==> config.mk <==
export PLATFORM = sky130hd
export DESIGN_NAME = fpw_decoder
export DESIGN_NICKNAME = d
export VERILOG_FILES = /design/src/rtl/fpw_pkg.sv /design/src/rtl/fpw_decoder.sv
export VERILOG_INCLUDE_DIRS = /design/src /design/src/rtl
export SDC_FILE = /design/constraint.sdc
export NUM_CORES = 1
export LEC_CHECK = 0
export ABC_AREA = 0
export BUFFER_PORTS_ARGS = -buffer_cell sky130_fd_sc_hd__buf_2
export CELL_PAD_IN_SITES_DETAIL_PLACEMENT = 0
export CELL_PAD_IN_SITES_GLOBAL_PLACEMENT = 2
export CORE_UTILIZATION = 19
export DETAILED_ROUTE_END_ITERATION = 10
export MAX_ROUTING_LAYER = met4
export PLACE_DENSITY_LB_ADDON = 0.12
export SETUP_SLACK_MARGIN = 0.5
export SLEW_MARGIN = 20
export SYNTH_ARGS = -nofsm -noshare
export SYNTH_HDL_FRONTEND = slang
export SYNTH_SLANG_ARGS = --single-unit
==> constraint.sdc <==
create_clock -name mclk -period 0.8 [get_ports mclk]
set_input_delay 0.2 -clock mclk [delete_from_list [all_inputs] [get_ports mclk]]
set_output_delay 0.2 -clock mclk [all_outputs]
set_load 0.01 [all_outputs]
==> src/rtl/fpw_map.svh <==
// fpw_map.svh: constants for the flash page window decoder
// assumes: included by the package and the decoder module
// Operation
// - no external paging, on-chip flash only
// - paged window uses page-select register value, except 16K (always 3F)
// - page 3F at top window when enabled
// - page 3E mid window when enabled, unless half-map, not 16K
// - page 3D low window when enabled, not 32K
// - 128K part: low three bits pick 38..3F
`ifndef FPW_MAP_SVH
`define FPW_MAP_SVH
`define FPW_WIN_HI 15
`define FPW_WIN_LO 14
`define FPW_WIN_LOW 2'h0
`define FPW_WIN_MID 2'h1
`define FPW_WIN_PAGED 2'h2
`define FPW_WIN_TOP 2'h3
`define FPW_PAGE_TOP 6'h3F
`define FPW_PAGE_MID 6'h3E
`define FPW_PAGE_LOW 6'h3D
`define FPW_PAGE_BASE128 6'h38
`define FPW_PAGE_BASE64 6'h3C
`define FPW_PAGE_BASE32 6'h3E
`define FPW_PAGE_MIN96 6'h3A
`define FPW_PAGE_RST 6'h00
`define FPW_OFS_W 14
`endif

==> src/rtl/fpw_pkg.sv <==
// fpw_pkg.sv: types for the flash page window decoder
// assumes: fpw_map.svh alongside
`include "fpw_map.svh"
package fpw_pkg;
  typedef enum logic [4:0] {
    FPW_V16 = 5'h01,
    FPW_V32 = 5'h02,
    FPW_V64 = 5'h04,
    FPW_V96 = 5'h08,
    FPW_V128 = 5'h10
  } fpw_variant_e;
  typedef struct packed {
    logic hit;
    logic [5:0] page;
    logic [`FPW_OFS_W-1:0] offset;
  } fpw_flash_req_s;
endpackage

==> src/rtl/fpw_decoder.sv <==
// fpw_decoder.sv: maps 16-bit cpu addresses onto on-chip flash pages
// assumes: cpu bus and page-select value on mclk; flash array samples
// the registered request one cycle after the address
`timescale 1ns/1ps
`include "fpw_map.svh"
module fpw_decoder #(
  parameter fpw_pkg::fpw_variant_e VARIANT = fpw_pkg::FPW_V128
) (
  input wire logic mclk,
  input wire logic srst,
  input wire logic [15:0] cpuAddr,
  input wire logic cpuValid,
  input wire logic pageSelWr,
  input wire logic [5:0] pageSelData,
  input wire logic flashMapEnable,
  input wire logic flashHalfMap,
  output fpw_pkg::fpw_flash_req_s flashReq,
  output logic [5:0] pageSelRegOut
);
  logic [5:0] page_select_reg_r;
  fpw_pkg::fpw_flash_req_s flashReq_r, flashReq_nxt;
  logic [1:0] cpuWin;

  // top two address bits pick one of the four 16K windows
  function automatic logic [1:0] winOf(input logic [15:0] a);
    return a[`FPW_WIN_HI:`FPW_WIN_LO];
  endfunction

  assign cpuWin = winOf(cpuAddr);

  // pages selectable through the paged window, per variant
  function automatic logic [5:0] pagedPage(input logic [5:0] sel);
    logic [5:0] pg;
    pg = `FPW_PAGE_TOP;
    unique case (VARIANT)
      fpw_pkg::FPW_V128: pg = `FPW_PAGE_BASE128 | {3'h0, sel[2:0]};
      fpw_pkg::FPW_V96: pg = `FPW_PAGE_BASE128 | {3'h0, sel[2:0]};
      fpw_pkg::FPW_V64: pg = `FPW_PAGE_BASE64 | {4'h0, sel[1:0]};
      fpw_pkg::FPW_V32: pg = `FPW_PAGE_BASE32 | {5'h00, sel[0]};
      fpw_pkg::FPW_V16: pg = `FPW_PAGE_TOP;
    endcase
    return pg;
  endfunction

  // software loads the page before touching the window
  always_ff @(posedge mclk) begin
    if (srst) begin
      page_select_reg_r <= `FPW_PAGE_RST;
    end else if (pageSelWr) begin
      page_select_reg_r <= pageSelData;
    end
  end

  // only internal flash is addressed; no extended address lines exist
  always_comb begin
    logic [5:0] pp;
    pp = pagedPage(page_select_reg_r);
    flashReq_nxt = '0;
    flashReq_nxt.offset = cpuAddr[`FPW_OFS_W-1:0];
    unique case (winOf(cpuAddr))
      `FPW_WIN_TOP: begin
        flashReq_nxt.hit = cpuValid && flashMapEnable;
        flashReq_nxt.page = `FPW_PAGE_TOP;
      end
      `FPW_WIN_PAGED: begin
        // 96K part has no 38/39: those selections see nothing
        flashReq_nxt.hit = cpuValid && !(VARIANT == fpw_pkg::FPW_V96 &&
          pp < `FPW_PAGE_MIN96);
        flashReq_nxt.page = pp;
      end
      `FPW_WIN_MID: begin
        flashReq_nxt.hit = cpuValid && flashMapEnable && !flashHalfMap &&
          VARIANT != fpw_pkg::FPW_V16;
        flashReq_nxt.page = `FPW_PAGE_MID;
      end
      `FPW_WIN_LOW: begin
        flashReq_nxt.hit = cpuValid && flashMapEnable &&
          VARIANT != fpw_pkg::FPW_V32;
        flashReq_nxt.page = `FPW_PAGE_LOW;
      end
    endcase
  end

  always_ff @(posedge mclk) begin
    if (srst) begin
      flashReq_r <= '0;
    end else begin
      flashReq_r <= flashReq_nxt;
    end
  end

  assign flashReq = flashReq_r;
  assign pageSelRegOut = page_select_reg_r;

  // checks
  top_window_a: assert property (@(posedge mclk) disable iff (srst)
    cpuValid && flashMapEnable && cpuAddr[15:14] == `FPW_WIN_TOP
    |=> flashReq.hit && flashReq.page == `FPW_PAGE_TOP)
    else $error("top window not page 3F");
  top_off_a: assert property (@(posedge mclk) disable iff (srst)
    !flashMapEnable && cpuAddr[15:14] != `FPW_WIN_PAGED |=> !flashReq.hit)
    else $error("fixed window hit with flash disabled");
  mid_window_a: assert property (@(posedge mclk) disable iff (srst)
    cpuValid && cpuAddr[15:14] == `FPW_WIN_MID
    |=> flashReq.hit == $past(flashMapEnable && !flashHalfMap &&
      VARIANT != fpw_pkg::FPW_V16))
    else $error("mid window hit wrong");
  low_window_a: assert property (@(posedge mclk) disable iff (srst)
    cpuValid && cpuAddr[15:14] == `FPW_WIN_LOW
    |=> flashReq.hit == $past(flashMapEnable && VARIANT != fpw_pkg::FPW_V32)
      && (!flashReq.hit || flashReq.page == `FPW_PAGE_LOW))
    else $error("low window hit wrong");
  paged_load_a: assert property (@(posedge mclk) disable iff (srst)
    VARIANT == fpw_pkg::FPW_V128 && pageSelWr ##1
    (cpuValid && cpuWin == `FPW_WIN_PAGED)
    |=> flashReq.page[2:0] == $past(pageSelData[2:0], 2))
    else $error("paged window ignores page select");
  paged_128_a: assert property (@(posedge mclk) disable iff (srst)
    VARIANT == fpw_pkg::FPW_V128 && cpuValid &&
    cpuAddr[15:14] == `FPW_WIN_PAGED
    |=> flashReq.hit && flashReq.page ==
      (`FPW_PAGE_BASE128 | {3'h0, $past(page_select_reg_r[2:0])}))
    else $error("128K page decode wrong");
  paged_small_a: assert property (@(posedge mclk) disable iff (srst)
    cpuValid && cpuAddr[15:14] == `FPW_WIN_PAGED &&
    VARIANT == fpw_pkg::FPW_V32
    |=> flashReq.page ==
      (`FPW_PAGE_BASE32 | {5'h00, $past(page_select_reg_r[0])}))
    else $error("32K page decode wrong");
  paged_64_a: assert property (@(posedge mclk) disable iff (srst)
    VARIANT == fpw_pkg::FPW_V64 && cpuValid &&
    cpuWin == `FPW_WIN_PAGED
    |=> flashReq.hit && flashReq.page ==
      (`FPW_PAGE_BASE64 | {4'h0, $past(page_select_reg_r[1:0])}))
    else $error("64K page decode wrong");
  // 96K: selections of 38/39 must not reach the array
  paged_96_a: assert property (@(posedge mclk) disable iff (srst)
    VARIANT == fpw_pkg::FPW_V96 && cpuValid &&
    cpuWin == `FPW_WIN_PAGED
    |=> flashReq.hit == ($past(page_select_reg_r[2:1]) != 2'h0) &&
      (!flashReq.hit || flashReq.page ==
      (`FPW_PAGE_BASE128 | {3'h0, $past(page_select_reg_r[2:0])})))
    else $error("96K page decode wrong");
  paged_16_a: assert property (@(posedge mclk) disable iff (srst)
    VARIANT == fpw_pkg::FPW_V16 && cpuValid &&
    cpuWin == `FPW_WIN_PAGED
    |=> flashReq.hit && flashReq.page == `FPW_PAGE_TOP)
    else $error("16K paged window not top page");
  mid_page_a: assert property (@(posedge mclk) disable iff (srst)
    cpuValid && cpuWin == `FPW_WIN_MID
    |=> flashReq.page == `FPW_PAGE_MID)
    else $error("mid window page wrong");
  // every hit lands in the on-chip page range, never beyond it
  on_chip_a: assert property (@(posedge mclk) disable iff (srst)
    flashReq.hit |-> flashReq.page >= `FPW_PAGE_BASE128)
    else $error("hit outside on-chip pages");
  sel_load_a: assert property (@(posedge mclk) disable iff (srst)
    pageSelWr |=> pageSelRegOut == $past(pageSelData))
    else $error("page select not loaded");
  sel_hold_a: assert property (@(posedge mclk) disable iff (srst)
    !pageSelWr |=> $stable(pageSelRegOut))
    else $error("page select changed without write");
  reset_clear_a: assert property (@(posedge mclk)
    srst |=> flashReq == '0 && pageSelRegOut == `FPW_PAGE_RST)
    else $error("reset did not clear outputs");
  offset_pass_a: assert property (@(posedge mclk) disable iff (srst)
    flashReq.hit |-> flashReq.offset == $past(cpuAddr[`FPW_OFS_W-1:0]))
    else $error("offset corrupted");
  idle_a: assert property (@(posedge mclk) disable iff (srst)
    !cpuValid |=> !flashReq.hit)
    else $error("hit without access");

  top_cov: cover property (@(posedge mclk) disable iff (srst)
    flashReq.hit && flashReq.page == `FPW_PAGE_TOP);
  paged_cov: cover property (@(posedge mclk) disable iff (srst)
    pageSelWr ##1 cpuValid && cpuAddr[15:14] == `FPW_WIN_PAGED);
  halfmap_cov: cover property (@(posedge mclk) disable iff (srst)
    cpuValid && flashHalfMap && cpuAddr[15:14] == `FPW_WIN_MID);
  low_cov: cover property (@(posedge mclk) disable iff (srst)
    flashReq.hit && flashReq.page == `FPW_PAGE_LOW);
  refuse_cov: cover property (@(posedge mclk) disable iff (srst)
    cpuValid && cpuWin == `FPW_WIN_PAGED ##1 !flashReq.hit);
endmodule // fpw_decoder

==> results of run 1 <==
==> power breakdown <==
part	internal (mW)	switching, mW
combinational	0.308	0.163
sequential	1.33	0.0409
clock	0.348	0.383
total	1.98	0.586
==> worst max path at each step <==
stage | to | slack (ps) | depth (start not counted)
after global placement | pageSelRegOut[5] | 20 | 3
after CTS | flashReq[17] | -150 | 1
after global routing | flashReq[17] | -170 | 1
after detailed placement | pageSelRegOut[4] | 5 | 3
final | flashReq[18] | -140 | 1
after floorplan | flashReq[18] | 150 | 1
==> metrics by stage <==
| step | hold slack [ps] | utilization [%] |
|---|---|---|
| CTS | 97.1 | 38.6 |
| global route | 94.2 | 39.8 |
| global placement | 407 | 30.3 |
| floorplan | 250 | - |
| finish | 108 | 39.8 |
| detailed placement | 416 | 30.3 |
==> logic make-up (layout without fill, tap and decap cells) <==
kind of cell	after synthesis	in the layout	share of synthesized area [%]
and+or+nand+nor	27	27	19.8
buffers and inverters	6	68	5.74
AOI/OAI and AO/OA	3	3	3.03
muxes	6	6	7.66
DFF	25	25	63.8
==> routing by layer <==
layer	vias up	track usage, %	wire length (microns)
met5	-	-	0
met4	0	2.39	12
met3	2	3.97	151
met2	34	17.2	946
met1	312	9.50	748
li1	337	-	-
==> Yosys cell counts <==
cell,instances
a21boi_1,1
a21oi_1,1
buf_4,4
buf_6,1
dfxtp_1,25
inv_1,1
mux2i_1,6
nand2b_1,1
nor2_1,8
nor2b_1,15
nor3_2,1
nor3b_1,2
o2111a_1,1
==> sequential cells by signal, indices dropped and copies added (netlist names) <==
| signal | count |
|---|---|
| flashReq | 19 |
| pageSelRegOut | 6 |
==> layout make-up <==
type                       count  area [sq um]
clock buffer                   3          41.3
timing repair buffer          63           582
inverter                       1          11.3
fill                         376          2290
multi-input combinational     36           279
sequential                    25           534
tap                           48          60.1
clock inverter                 1          5.00
==> timing repair <==
item	CTS	global route
setup buffers	4	2
hold buffers	0	0
cloned	1	0
pin swaps	3	4
resized for setup	39	6
setup endpoints to repair	51	51
==> impl_metrics.env, run 1 <==
export IMPL_outcome="finished, violations left"
export IMPL_violations="setup timing"
export IMPL_r2r_setup_slack_ps=-10
export IMPL_cp_cell_sequence="buf_6"
export IMPL_grt_pass1_wl_microns=3020
export IMPL_hold_end="flashReq[18]"
export IMPL_worst_pin_slew_ps=132
export IMPL_cts_root_buf="clkbuf_8"
export IMPL_die_h_microns=66.3
export IMPL_max_slew_margin_pct=90.9
export IMPL_htree_levels=1
export IMPL_rsz0062_at_grt="yes"
export IMPL_grt_max_degree=15
export IMPL_syn_area_sq_um=785
export IMPL_diodes=0
export IMPL_clkLatencyLatePin_ps=260
export IMPL_cp_max_fo=3
export IMPL_synth_seq_cells=25
export IMPL_die_area_sq_mm=0.00439
export IMPL_fp_dieW_microns=66.3
export IMPL_ant_nets=0
export IMPL_mostFrequentLayoutCell="buf_6"
export IMPL_drc=0
export IMPL_area_growth_pct=92.8
export IMPL_slowest_stage="dfxtp_4"
export IMPL_ioPinCount=55
export IMPL_final_max_slew_violation_count=0
export IMPL_cellLeakagePower_nw=0.707
export IMPL_drtIter0Drc=14
export IMPL_tns_ps=-2830
export IMPL_numCtsBuffers=3
export IMPL_dr_pass1_iters=4
export IMPL_most_common_layout_cells="33 x buf_6, 24 x dfxtp_2, 24 x buf_2"
export IMPL_clk_path_buf_depth=2
export IMPL_wl_microns=1860
export IMPL_cp_startpoint="flashReq[18]"
export IMPL_grt_remaining_overflow=0
export IMPL_crit_type="flip-flop to output port"
export IMPL_arrival_ps=740
export IMPL_synth_seq_area_share_pct=63.8
export IMPL_peakVddDrop_mv=0.866
export IMPL_cts_tree="built"
export IMPL_cp_start_kind="flip-flop"
export IMPL_layout_drive_gt1_share_pct=78.3
export IMPL_dpl_cell_count=166
export IMPL_synth_cells=67
export IMPL_fin_crit_ps=937
export IMPL_clkTransAtPathRegs_ps=80
export IMPL_syn_avg_cell_area_sq_um=11.7
export IMPL_fmax_ghz=1.07
export IMPL_syn_nets=95
export IMPL_antenna_found_initial=0
export IMPL_critPathRequiredTime_ps=600
export IMPL_hold_viol=0
export IMPL_powerDensity_mw_per_mm2=1700
export IMPL_yosys_area_top_type="dfxtp_1"
export IMPL_finalPower_mw=2.57
export IMPL_drv_cap=0
export IMPL_hpwlAfterDp_microns=1290
export IMPL_final_cells=177
export IMPL_coreArea_sq_mm=0.00380
export IMPL_r2r_end="pageSelRegOut[1]"
export IMPL_finish_instance_area_sq_mm=0.00151
export IMPL_clock_skew_ps=0.451
export IMPL_clock_sinks=25
export IMPL_vias_per_cell=3.87
export IMPL_r2r_start="pageSelRegOut[1]"
export IMPL_fin_nets=158
export IMPL_rr_worst_depth=4
export IMPL_synth_warnings=0
export IMPL_io_buffers=54
export IMPL_rows=22
export IMPL_synth_area_leaders="dfxtp_1 64%, nor2b_1 12%, mux2i_1 7.7%"
export IMPL_initial_core_util_pct=20.7
export IMPL_ys_types=13
export IMPL_endpoint_kind="output port"
export IMPL_vias=685
export IMPL_place_ws_ps=5.18
export IMPL_worstHoldStart="srst"
export IMPL_grt_usage_pct=9.56
export IMPL_critical_path_top_delay_family="flip-flops"
export IMPL_max_stage_delay_ps=360
export IMPL_post_drt_wl_per_cell_microns=10.5
export IMPL_placed_cell_area_sq_mm=0.00115
export IMPL_min_period_over_period_pct=117
export IMPL_crit_buf_inv=1
export IMPL_hold_depth=2
export IMPL_gp_congestion=0.611
export IMPL_hp_class="input port to flip-flop"
export IMPL_fin_ws_ps=-137
export IMPL_final_setup_viol_count=28
export IMPL_grt_pass1_vias=718
export IMPL_synth_top_cell_area_share_pct=63.8
Power figures use the tool's default switching activity.
==> run 2, diff against run 1 <==
--- a/config.mk
+++ b/config.mk
@@ -7,6 +7,7 @@
 export NUM_CORES = 1
 export LEC_CHECK = 0
 export ABC_AREA = 0
+export ABC_CLOCK_PERIOD_IN_PS = 800
 export BUFFER_PORTS_ARGS = -buffer_cell sky130_fd_sc_hd__buf_2
 export CELL_PAD_IN_SITES_DETAIL_PLACEMENT = 0
 export CELL_PAD_IN_SITES_GLOBAL_PLACEMENT = 2
@@ -14,6 +15,7 @@
 export DETAILED_ROUTE_END_ITERATION = 10
 export MAX_ROUTING_LAYER = met4
 export PLACE_DENSITY_LB_ADDON = 0.12
+export RECOVER_POWER = 100
 export SETUP_SLACK_MARGIN = 0.5
 export SLEW_MARGIN = 20
 export SYNTH_ARGS = -nofsm -noshare
==> run 2 against run 1 <==
Compared with the run above:
- the flow still finishes with violations (setup timing)
- design area fell by 1.9%
- largest power group unchanged
- power shrank 0.67%
- critical path depth is the same
==> impl_metrics.env, run 2 (synthesis results as in run 1) <==
export IMPL_cp_max_fo=3
export IMPL_finalPower_mw=2.55
export IMPL_dpl_cell_count=166
export IMPL_p_int_mw=1.97
export IMPL_max_slew_margin_pct=61.2
export IMPL_gp_congestion=0.611
export IMPL_coreArea_sq_mm=0.00380
export IMPL_min_period_over_period_pct=117
export IMPL_critPathRequiredTime_ps=600
export IMPL_violations="setup timing"
export IMPL_final_cells=177
export IMPL_wl_microns=1870
export IMPL_outcome="finished, violations left"
export IMPL_cp_cell_sequence="buf_6"
export IMPL_grt_pass1_vias=718
export IMPL_fmax_ghz=1.07
export IMPL_grt_max_degree=15
export IMPL_drc=0
export IMPL_htree_levels=1
export IMPL_vias=685
export IMPL_clkTransAtPathRegs_ps=90
export IMPL_ioPinCount=55
export IMPL_endpoint_kind="output port"
export IMPL_arrival_ps=740
export IMPL_switching_power_mw=0.585
export IMPL_hpwlAfterDp_microns=1290
export IMPL_numCtsBuffers=3
export IMPL_critical_path_top_delay_family="flip-flops"
export IMPL_p_sw_share_pct=22.9
export IMPL_fillers=381
export IMPL_post_drt_wl_per_cell_microns=10.5
export IMPL_cp_start_kind="flip-flop"
export IMPL_hold_slack_ps=136
export IMPL_hold_viol=0
export IMPL_clkPwrFrac_pct=28.6
export IMPL_cts_tree="built"
export IMPL_pwr_share_seq_pct=53.6
export IMPL_vias_per_cell=3.87
export IMPL_cellLeakagePower_nw=0.694
export IMPL_fin_nets=158
export IMPL_grt_usage_pct=9.56
export IMPL_grt_remaining_overflow=0
export IMPL_cts_root_buf="clkbuf_8"
export IMPL_regArea_sq_um=534
export IMPL_worst_pin_slew_ps=583
export IMPL_area_growth_pct=89.2
export IMPL_die_area_sq_mm=0.00439
export IMPL_die_h_microns=66.3
export IMPL_max_stage_delay_ps=360
export IMPL_holdBufCountCts=0
export IMPL_crit_buf_inv=1
export IMPL_slowest_stage="dfxtp_4"
export IMPL_diodes=0
export IMPL_fp_dieW_microns=66.3
export IMPL_post_route_util_pct=39.1
export IMPL_hp_class="input port to flip-flop"
export IMPL_drtIter0Drc=13
export IMPL_rsz0062_at_grt="yes"
export IMPL_multi_input_area_sq_um=279
export IMPL_clk_path_buf_depth=2
export IMPL_final_max_slew_violation_count=0
export IMPL_clkLatencyLatePin_ps=260
export IMPL_layout_drive_gt1_share_pct=77.5
export IMPL_pwr_share_comb_pct=17.8
export IMPL_place_ws_ps=5.18
export IMPL_io_buffers=54
export IMPL_grt_pass1_wl_microns=3020
export IMPL_r2r_setup_slack_ps=-10
export IMPL_mostFrequentLayoutCell="buf_6"
export IMPL_fin_ws_ps=-137
export IMPL_rows=22
export IMPL_peakVddDrop_mv=0.866
export IMPL_ant_nets=0
export IMPL_initial_core_util_pct=20.7
export IMPL_drv_cap=0
export IMPL_dr_pass1_iters=4
export IMPL_clock_sinks=25
export IMPL_final_setup_viol_count=36
export IMPL_most_common_layout_cells="33 x buf_6, 24 x dfxtp_2, 24 x buf_2"
export IMPL_largest_register_ffs=19
export IMPL_crit_type="flip-flop to output port"
export IMPL_powerDensity_mw_per_mm2=1720
export IMPL_clock_skew_ps=0.450
export IMPL_antenna_found_initial=0
export IMPL_fin_crit_ps=937
==> run 2: cell count changes in the layout (fill, tap and decap cells not counted) <==
| cell | change |
|---|---|
| buf_12 | -2 |
| clkbuf_1 | +1 |
| buf_4 | +1 |
==> run 2: power by group through the flow <==
stage / clock [mW] / combinational [mW] / sequential [mW]
2_1_floorplan: 0 / 0.123 / 1.42
3_3_place_gp: 0 / 0.307 / 1.38
3_5_place_dp: 0 / 0.309 / 1.38
4_1_cts: 0.791 / 0.454 / 1.37
5_1_grt: 0.834 / 0.494 / 1.38
6_report: 0.730 / 0.454 / 1.37
==> run 2: final timing paths <==
| kind | endpoint | cells past startpoint | start |
|---|---|---|---|
| min reg2reg | pageSelRegOut[5] | 2 | pageSelRegOut[5] |
| min | flashReq[7] | 2 | cpuAddr[7] |
| max | flashReq[18] | 1 | flashReq[18] |
| max reg2reg | pageSelRegOut[1] | 4 | pageSelRegOut[1] |
==> run 2: stage by stage <==
stage	setup TNS, ps	cell area [sq um]
finish	-3050	1480
global route	-5050	1480
CTS	-3280	1470
detailed placement	0	1150
global placement	0	1150
floorplan	0	862
==> run 2: repair_timing <==
action,CTS,global route
buffers inserted,4,2
pin swaps,3,4
endpoints found under the setup margin,51,51
resized for setup,39,6
gates cloned,1,0
==> run 2: final cells by class <==
type                    count  area share, %
well taps                  48           4.05
clock buffers               3           2.78
clock inverters             1          0.337
repair buffers             63           37.3
flip-flops and latches     25           36.0
multi-input cells          36           18.8
inverters                   1          0.759
==> run 2: routing by layer <==
layer	part of all wire [%]	up-vias	GRT usage [%]
met1	41	312	9.50
met5	0	-	-
met3	8.1	2	3.97
met2	50	34	17.2
met4	0.64	0	2.39
li1	-	337	-
